[src/core/prs_regs.svh]
// Register offsets, field positions, reset values and timing counts of the
// startup sequencer. Assumes a 200 MHz reference clock on the core clock.
`ifndef PRS_REGS_SVH
`define PRS_REGS_SVH

// ----------------------------------------------------------------------------
// Timing
// ----------------------------------------------------------------------------
`define PRS_CLK_MHZ        200
`define PRS_SETTLE_MS      11
`define PRS_LOCK_US        50
`define PRS_CAL_MS_X100    205
`define PRS_SETTLE_CYC     (`PRS_SETTLE_MS * 1000 * `PRS_CLK_MHZ)
`define PRS_LOCK_CYC       (`PRS_LOCK_US * `PRS_CLK_MHZ)
`define PRS_CAL_CYC        (`PRS_CAL_MS_X100 * 10 * `PRS_CLK_MHZ)

// ----------------------------------------------------------------------------
// Register map (byte addresses)
// ----------------------------------------------------------------------------
`define PRS_ADDR_CTRL      8'h00
`define PRS_ADDR_STATUS    8'h04
`define PRS_ADDR_STRAPS    8'h08

// Control fields and reset value.
`define PRS_CTRL_CLKOUT    0
`define PRS_CTRL_RESET     1'h1

// Status fields.
`define PRS_ST_PHASE_LSB   0
`define PRS_ST_PHASE_MSB   4
`define PRS_ST_MGMT_EN     5
`define PRS_ST_EELOAD      6
`define PRS_ST_CLKOUT      7

// Strap fields.
`define PRS_SP_PLL         0
`define PRS_SP_EEPROM      1
`define PRS_SP_CONFIG_MODE_STRAPS_LSB   2

`endif

[src/core/prs_pkg.sv]
// Types shared by the startup sequencer files.
// Assumes nothing beyond a SystemVerilog compiler.
package prs_pkg;

  // --------------------------------------------------------------------------
  // Startup phases, one-hot
  // --------------------------------------------------------------------------
  typedef enum logic [4:0] {
    ph_wait_rst = 5'b00001,
    ph_settle   = 5'b00010,
    ph_lock     = 5'b00100,
    ph_cal      = 5'b01000,
    ph_run      = 5'b10000
  } prs_phase_t;

endpackage : prs_pkg

[src/core/prs_phase_timer.sv]
// Phase timer: counts cycles since the last clear and flags the last cycle.
// Assumes the caller clears it on every phase change.
`timescale 1ns/10ps

module prs_phase_timer #(
  parameter int CNT_W = 22
) (
  input  wire logic             clk_i,
  input  wire logic             rst_i,
  input  wire logic             clear_i,
  input  wire logic [CNT_W-1:0] limit_i,
  output logic      [CNT_W-1:0] count_o,
  output logic                  expire_o
);

  logic [CNT_W-1:0] cnt_q;
  logic [CNT_W-1:0] cnt_d;

  // The count saturates at the limit so a phase that waits longer holds.
  always_comb begin
    cnt_d = cnt_q;
    if (clear_i) begin
      cnt_d = '0;
    end else if (cnt_q != limit_i) begin
      cnt_d = cnt_q + 1'b1;
    end
  end

  always_ff @(posedge clk_i) begin
    if (rst_i) begin
      cnt_q <= '0;
    end else begin
      cnt_q <= cnt_d;
    end
  end

  // The last cycle of a phase is the one whose count equals the limit.
  assign count_o  = cnt_q;
  assign expire_o = (cnt_q == limit_i);

endmodule : prs_phase_timer

[src/core/prs_seq.sv]
// Startup sequencer of a physical layer device, with a Wishbone slave.
// Assumes clk_i is the reference clock and pins arrive from outside it.
//
// What this block does
// - Start only on external reset rising edge.
// - Capture strap pins at reset release.
// - No EEPROM: management port on next edge.
// - With EEPROM: port off until script loaded.
// - Wait 11 ms settle after reset release.
// - Then wait 50 us for PLL lock.
// - Then calibrate the ADC for 2.05 ms.
// - Clock outputs only after calibration completes.
// - Management port usable before other blocks; with EEPROM it opens at load done, in whatever phase.
//
// Implementation choices: the Wishbone register port and the placing of the registers.
`timescale 1ns/10ps
`include "prs_regs.svh"

module prs_seq #(
  parameter int CM_W       = 7,
  parameter int CNT_W      = 22,
  parameter int SETTLE_CYC = `PRS_SETTLE_CYC,
  parameter int LOCK_CYC   = `PRS_LOCK_CYC,
  parameter int CAL_CYC    = `PRS_CAL_CYC
) (
  input  wire logic            clk_i,
  input  wire logic            rst_i,
  input  wire logic            ext_reset_n_i,
  input  wire logic            pll_source_select_strap_i,
  input  wire logic            eeprom_data_strap_i,
  input  wire logic [CM_W-1:0] config_mode_straps_i,
  input  wire logic            eeprom_load_done_i,
  input  wire logic            mgmt_mdio_out_i,
  input  wire logic            mgmt_mdio_oe_i,
  input  wire logic            wb_cyc_i,
  input  wire logic            wb_stb_i,
  input  wire logic            wb_we_i,
  input  wire logic [7:0]      wb_adr_i,
  input  wire logic [3:0]      wb_sel_i,
  input  wire logic [31:0]     wb_dat_i,
  output logic      [31:0]     wb_dat_o,
  output logic                 wb_ack_o,
  output logic                 eeprom_load_req_o,
  output logic                 mgmt_enable_o,
  output logic                 mdio_o,
  output logic                 mdio_oe_o,
  output logic                 clkout_enable_o,
  output logic                 pll_source_select_o,
  output logic      [CM_W-1:0] config_mode_o
);

  localparam int SW = CM_W + 3;

  // --------------------------------------------------------------------------
  // Pin synchronisers
  // --------------------------------------------------------------------------
  // Bit 0 is the reset pin, bit 1 the PLL strap, bit 2 the EEPROM strap.
  logic [SW-1:0] s1_q, s2_q, s3_q, acc_q, acc_d;
  logic          rise, fall;

  // A level is accepted only once the second and third stages agree.
  always_comb begin
    acc_d = (s2_q & s3_q) | (acc_q & (s2_q | s3_q));
    rise  = acc_d[0] & ~acc_q[0];
    fall  = acc_q[0] & ~acc_d[0];
  end

  always_ff @(posedge clk_i) begin
    if (rst_i) begin
      s1_q  <= '0;
      s2_q  <= '0;
      s3_q  <= '0;
      acc_q <= '0;
    end else begin
      s1_q  <= {config_mode_straps_i, eeprom_data_strap_i,
                pll_source_select_strap_i, ext_reset_n_i};
      s2_q  <= s1_q;
      s3_q  <= s2_q;
      acc_q <= acc_d;
    end
  end

  // --------------------------------------------------------------------------
  // Phase sequencing
  // --------------------------------------------------------------------------
  prs_pkg::prs_phase_t phase_q, phase_d;
  logic [CNT_W-1:0]    limit, count;
  logic                expire;
  logic                pll_q, pll_d, ee_q, ee_d;
  logic [CM_W-1:0]     cm_q, cm_d;
  logic                eeload_q, eeload_d, smi_q, smi_d;

  // Each wait is one counter run; a new reset assertion always wins.
  always_comb begin
    phase_d  = phase_q;
    pll_d    = pll_q;
    ee_d     = ee_q;
    cm_d     = cm_q;
    eeload_d = eeload_q;
    smi_d    = smi_q;
    case (phase_q)
      prs_pkg::ph_wait_rst: begin
        if (rise) begin
          phase_d = prs_pkg::ph_settle;
          pll_d   = acc_d[1];
          ee_d    = acc_d[2];
          cm_d    = acc_d[SW-1:3];
          if (acc_d[2]) begin
            eeload_d = 1'b1;
          end else begin
            smi_d = 1'b1;
          end
        end
      end
      prs_pkg::ph_settle: begin
        if (expire) begin
          phase_d = prs_pkg::ph_lock;
        end
      end
      prs_pkg::ph_lock: begin
        if (expire) begin
          phase_d = prs_pkg::ph_cal;
        end
      end
      prs_pkg::ph_cal: begin
        if (expire) begin
          phase_d = prs_pkg::ph_run;
        end
      end
      prs_pkg::ph_run: begin
        phase_d = prs_pkg::ph_run;
      end
      default: begin
        phase_d = prs_pkg::ph_wait_rst;
      end
    endcase
    // The port opens only once the loader reports the script applied.
    if (eeload_q && eeprom_load_done_i) begin
      eeload_d = 1'b0;
      smi_d    = 1'b1;
    end
    if (fall) begin
      phase_d  = prs_pkg::ph_wait_rst;
      eeload_d = 1'b0;
      smi_d    = 1'b0;
    end
  end

  always_ff @(posedge clk_i) begin
    if (rst_i) begin
      phase_q  <= prs_pkg::ph_wait_rst;
      pll_q    <= 1'b0;
      ee_q     <= 1'b0;
      cm_q     <= '0;
      eeload_q <= 1'b0;
      smi_q    <= 1'b0;
    end else begin
      phase_q  <= phase_d;
      pll_q    <= pll_d;
      ee_q     <= ee_d;
      cm_q     <= cm_d;
      eeload_q <= eeload_d;
      smi_q    <= smi_d;
    end
  end

  // The limit is the last count of the phase, so each phase lasts exactly N.
  always_comb begin
    case (phase_q)
      prs_pkg::ph_settle: limit = CNT_W'(SETTLE_CYC - 1);
      prs_pkg::ph_lock:   limit = CNT_W'(LOCK_CYC - 1);
      prs_pkg::ph_cal:    limit = CNT_W'(CAL_CYC - 1);
      default:            limit = '0;
    endcase
  end

  prs_phase_timer #(
    .CNT_W    (CNT_W)
  ) u_timer (
    .clk_i    (clk_i),
    .rst_i    (rst_i),
    .clear_i  (phase_d != phase_q),
    .limit_i  (limit),
    .count_o  (count),
    .expire_o (expire)
  );

  // --------------------------------------------------------------------------
  // Wishbone slave and outputs
  // --------------------------------------------------------------------------
  logic        ctrl_clk_q, ctrl_clk_d, ack_q, ack_d;
  logic [31:0] dat_q, dat_d;
  logic        clk_q, clk_d, mdio_q, mdio_d, oe_q, oe_d;

  // One wait state: ack follows the request by one cycle, then drops.
  // Unmapped reads return zero and unmapped writes are dropped.
  always_comb begin
    ack_d      = wb_cyc_i & wb_stb_i & ~ack_q;
    ctrl_clk_d = ctrl_clk_q;
    dat_d      = 32'h0000_0000;
    if (ack_d && wb_we_i && wb_adr_i == `PRS_ADDR_CTRL && wb_sel_i[0]) begin
      ctrl_clk_d = wb_dat_i[`PRS_CTRL_CLKOUT];
    end
    if (ack_d && !wb_we_i) begin
      case (wb_adr_i)
        `PRS_ADDR_CTRL: dat_d[`PRS_CTRL_CLKOUT] = ctrl_clk_q;
        `PRS_ADDR_STATUS: begin
          dat_d[`PRS_ST_PHASE_MSB:`PRS_ST_PHASE_LSB] = phase_q;
          dat_d[`PRS_ST_MGMT_EN] = smi_q;
          dat_d[`PRS_ST_EELOAD]  = eeload_q;
          dat_d[`PRS_ST_CLKOUT]  = clk_q;
        end
        `PRS_ADDR_STRAPS: begin
          dat_d[`PRS_SP_PLL]    = pll_q;
          dat_d[`PRS_SP_EEPROM] = ee_q;
          dat_d[`PRS_SP_CONFIG_MODE_STRAPS_LSB +: CM_W] = cm_q;
        end
        default: dat_d = 32'h0000_0000;
      endcase
    end
    // Clocks stay off until calibration ends; software may still gate them.
    clk_d  = (phase_d == prs_pkg::ph_run) & ctrl_clk_q;
    // A disabled port never drives the data line, whatever the engine asks.
    oe_d   = mgmt_mdio_oe_i & smi_d;
    mdio_d = mgmt_mdio_out_i & smi_d;
  end

  always_ff @(posedge clk_i) begin
    if (rst_i) begin
      ctrl_clk_q <= `PRS_CTRL_RESET;
      ack_q      <= 1'b0;
      dat_q      <= 32'h0000_0000;
      clk_q      <= 1'b0;
      oe_q       <= 1'b0;
      mdio_q     <= 1'b0;
    end else begin
      ctrl_clk_q <= ctrl_clk_d;
      ack_q      <= ack_d;
      dat_q      <= dat_d;
      clk_q      <= clk_d;
      oe_q       <= oe_d;
      mdio_q     <= mdio_d;
    end
  end

  assign wb_ack_o            = ack_q;
  assign wb_dat_o            = dat_q;
  assign eeprom_load_req_o   = eeload_q;
  assign mgmt_enable_o       = smi_q;
  assign mdio_o              = mdio_q;
  assign mdio_oe_o           = oe_q;
  assign clkout_enable_o     = clk_q;
  assign pll_source_select_o = pll_q;
  assign config_mode_o       = cm_q;

  // --------------------------------------------------------------------------
  // Assertions
  // --------------------------------------------------------------------------
  a_start_on_rise: assert property (@(posedge clk_i) disable iff (rst_i)
    (phase_q == prs_pkg::ph_wait_rst && phase_d != prs_pkg::ph_wait_rst) |-> rise)
    else $error("Sequence left idle without a reset rising edge.");

  a_strap_capture: assert property (@(posedge clk_i) disable iff (rst_i)
    rise |=> (pll_q == $past(acc_d[1]) && ee_q == $past(acc_d[2])
              && cm_q == $past(acc_d[SW-1:3])))
    else $error("Straps not captured at reset release.");

  a_port_no_eeprom: assert property (@(posedge clk_i) disable iff (rst_i)
    (rise && !acc_d[2]) |=> smi_q)
    else $error("Management port not enabled on the first edge.");

  a_port_eeprom_wait: assert property (@(posedge clk_i) disable iff (rst_i)
    ((rise && acc_d[2]) || (eeload_q && !eeprom_load_done_i)) |=> !mgmt_enable_o)
    else $error("Management port opened before the script loaded.");

  a_settle_length: assert property (@(posedge clk_i) disable iff (rst_i)
    (phase_q == prs_pkg::ph_settle && phase_d == prs_pkg::ph_lock)
      |-> count == CNT_W'(SETTLE_CYC - 1))
    else $error("Settle phase length wrong.");

  a_lock_length: assert property (@(posedge clk_i) disable iff (rst_i)
    (phase_q == prs_pkg::ph_lock && phase_d == prs_pkg::ph_cal)
      |-> count == CNT_W'(LOCK_CYC - 1))
    else $error("Lock phase length wrong.");

  a_cal_length: assert property (@(posedge clk_i) disable iff (rst_i)
    (phase_q == prs_pkg::ph_cal && phase_d == prs_pkg::ph_run)
      |-> count == CNT_W'(CAL_CYC - 1))
    else $error("Calibration phase length wrong.");

  a_clock_gate: assert property (@(posedge clk_i) disable iff (rst_i)
    clkout_enable_o |-> phase_q == prs_pkg::ph_run)
    else $error("Clock outputs active before calibration ended.");

  a_port_early: assert property (@(posedge clk_i) disable iff (rst_i)
    (phase_q == prs_pkg::ph_lock && !ee_q) |-> mgmt_enable_o)
    else $error("Management port not open ahead of other blocks.");

  a_restart_seq: assert property (@(posedge clk_i) disable iff (rst_i)
    fall |=> (phase_q == prs_pkg::ph_wait_rst && !mgmt_enable_o) ##1 !clkout_enable_o)
    else $error("Sequence did not restart on reset assertion.");

  a_mdio_quiet: assert property (@(posedge clk_i) disable iff (rst_i)
    !mgmt_enable_o |-> !mdio_oe_o)
    else $error("Data line driven while the port is disabled.");

endmodule : prs_seq

[config.mk]
export PLATFORM = sky130hd
export DESIGN_NAME = prs_seq
export DESIGN_NICKNAME = d
export VERILOG_FILES = /design/src/core/prs_pkg.sv /design/src/core/prs_phase_timer.sv /design/src/core/prs_seq.sv
export VERILOG_INCLUDE_DIRS = /design/src /design/src/core
export SDC_FILE = /design/constraint.sdc
export NUM_CORES = 1
export LEC_CHECK = 0
export BUFFER_PORTS_ARGS = -buffer_cell sky130_fd_sc_hd__buf_2
export CAP_MARGIN = 10
export CORE_MARGIN = 1
export CORE_UTILIZATION = 30
export CTS_CLUSTER_DIAMETER = 50
export DETAILED_ROUTE_END_ITERATION = 8
export PLACE_DENSITY = 0.62
export SETUP_SLACK_MARGIN = 0.3
export SLEW_MARGIN = 20
export SYNTH_ARGS = -nofsm -noshare
export SYNTH_HDL_FRONTEND = slang
export SYNTH_SLANG_ARGS = --single-unit
export TNS_END_PERCENT = 5
[constraint.sdc]
create_clock -name clk_i -period 2.9 [get_ports clk_i]
set_clock_uncertainty 0.05 [all_clocks]
set_input_delay 0.58 -clock clk_i [delete_from_list [all_inputs] [get_ports clk_i]]
set_output_delay 0.58 -clock clk_i [all_outputs]
set_load 0.1 [all_outputs]
==> flow_summary.toml <==
[run_status]
outcome = "finished, final reports clean"

[timing]
hold_viol = 0
finalSetupTns_ps = 0
worstMarginPinSlew_ps = 653.7
period_share_pct = 82.93
setup_viol = 0
worst_slack_ps = 495.0
slew_headroom_pct = 56.32
drv_slew = 0
period_minus_slack_ps = 2405
rsz0062_at_grt = "false"
max_freq_mhz = 415.8

[clock_tree]
holdBufCountCts = 0
cts_setup_buffers = 0
tritoncts = "yes"
ctsRootBufferMaster = "clkbuf_16"
clkTransAtPathRegs_ps = 70
htreeDepth = 3
worst_skew_pair.late_latency_ps = 330
cts_sinks = 92
numCtsBuffers = 9
clk_path_buf_depth = 2

[finish]
drive_gt1_share_pct = 17.69
multiInputGateArea_mm2 = 0.001715
nNetsFinal = 516
area_delta_synth_final_pct = 16.46
n_antenna_cell = 0
fin_cells = 626
ff_latch_area_mm2 = 0.001842
final_cell_mix = "dfxtp_1, nor2_1, buf_2, nor2b_1, conb_1"
final_common_cell = "dfxtp_1"
final_util_pct = 36.04
n_fill_cell = 1260

[power]
power_mw = 2.619
powerDensity_mw_per_mm2 = 599.9
p_leak_nw = 1.771
ir_drop_mv = 0.5296

[critical_path]
start_kind = "register"
crit_required_ps = 3120
path_class = "register to register"
cp-end-kind = "register"
cp_max_fo = 12
cp.arrival_ps = 2620

[logic_synthesis]
synth_edf_count = 0
synth_top_family_by_area = "simple AND/OR/NAND/NOR gates"
yosysSeqAreaShare_pct = 49.13
ys_ff_latch = 92
synthAdderAreaFrac_pct = 0.3338
ys.flop_type = "dfxtp_1"
yosysTopAreaCell = "dfxtp_1"
yosysUniqueCellTypes = 56
synthMuxAreaShare_pct = 2.170
synth_xor_area_share_pct = 4.439
synth_compound_gate_area_share_pct = 11.92
synth_area_leaders = "dfxtp_1, nor2_1, nor2b_1, buf_4, xor2_1"
syn_area_mm2 = 0.003749
synth.top_cell.area_share_pct = 49.13
synthArstFlopShare_pct = 0
synth-simple-area-share_pct = 24.27
syn_avg_cell_area_um2 = 9.233
syn_inst = 406
yosysWarnings = 0

[global_route]
grt_start_max_net_pins = 39
grt_antenna_before_repair = 0
first_global_vias = 2557
grtUsageTotal_pct = 11.41
grt_pass1_wl_um = 11630
grt_overflow_total = 0

[placement]
place_worst_setup_slack_ps = 443.9
dp_cells = 610
place_hpwl_um = 4969
gp_congestion = 0.7945
portBuffers = 50

[hold_path]
hold_path_class = "register to register"

[drt]
drt_iter0_markers = 85
ant_nets = 0
via_per_inst = 4.495
avgRoutedWirePerCell_um = 11.15
drc = 0
finalWirelength_um = 6982
num_vias = 2814
drtPass1Iterations = 4

[floorplan]
initial_core_util_pct = 30.95
die_height_um = 113.8
io_pins = 108
dieArea_mm2 = 0.01295
rows = 40
die_w_um = 113.8
core_mm2 = 0.01211

[run]
cap_violations = 0
-- cell usage after synthesis, types with 2 or more instances --
cell type and count:
a22oi_1 7, nor2b_1 31, o21ai_0 16, nor3b_1 3, nand2b_1 2, nor3_1 5
a21oi_1 16, nor4_1 5, nand4_1 8, xnor2_1 5, inv_1 6, xor2_1 14
buf_2 4, and4_1 3, buf_6 2, buf_4 24, nor2_1 59, nand3b_1 2
mux2i_1 7, nand2_1 20, o21a_1 3, or3_1 5, and2_1 3, clkbuf_1 8
a311oi_1 8, nand3_1 11, dfxtp_1 92, a21o_1 2, buf_1 3, and3_1 6
-- report_power, final --
group / internal (mW) / total, mW / switching (mW)
sequential: 1.28 / 1.29 / 0.00839
clock: 0.602 / 1.12 / 0.520
combinational: 0.0322 / 0.207 / 0.174
-- cell type report --
type | instances | share of cell area, %
Clock buffer | 9 | 5.159
Timing Repair Buffer | 55 | 6.592
Multi-Input combinational cell | 289 | 39.30
Clock inverter | 7 | 1.433
Sequential cell | 92 | 42.19
Tap cell | 168 | 4.815
Inverter | 6 | 0.5159
-- critical path, stage by stage (launching register included) --
cell and delay [ps]:
dfxtp_1 450, or3_4 470, or3_1 370, o2111ai_2 110
nor4_4 80, buf_4 200, or4b_1 470, a21oi_1 140
-- what timing repair did --
action	4_1_cts	5_1_grt
setup endpoints to repair	0	2
resized for setup	0	1
hold endpoints to repair	0	0
-- metrics by stage --
stage | area, µm² | hold WS (ps)
after floorplan | 3831 | 363.8
after global routing | 4365 | 385.8
after global placement | 4071 | 367.0
final | 4365 | 385.2
after detailed placement | 4071 | 372.0
after CTS | 4359 | 386.1
-- final timing paths --
path | start | end | slack (ps) | cells after the start
max | phase_q[0] | phase_q[2] | 490 | 7
min | s1_q[1] | s2_q[1] | 390 | 1
max reg2reg | phase_q[0] | phase_q[2] | 490 | 7
min reg2reg | s1_q[1] | s2_q[1] | 390 | 1
-- registers in the layout, indices dropped and copies added (netlist names), 5 cells and up --
| signal | cells |
|---|---|
| s3_q | 10 |
| config_mode_o | 7 |
| acc_q | 10 |
| u_timer.count_o | 22 |
| phase_q | 5 |
| wb_dat_o | 9 |
| s1_q | 10 |
| s2_q | 10 |
-- cell families after synthesis --
| group | after synthesis |
|---|---|
| flops | 92 |
| fa+ha+maj | 1 |
| simple gates | 172 |
| compound gates | 66 |
| mux | 8 |
| buf+inv | 47 |
| other cells | 1 |
| xor+xnor | 19 |
-- routing by layer --
layer / wire length [µm] / share of wire (%) / up-vias / track usage, %
li1: - / - / 1458 / -
met1: 3185 / 46 / 1292 / 13.50
met2: 3466 / 50 / 52 / 19.59
met3: 203 / 2.9 / 12 / 2.976
met4: 126 / 1.8 / 0 / 4.762
met5: 0 / 0 / - / 0
(Power assumes the default switching activity.)
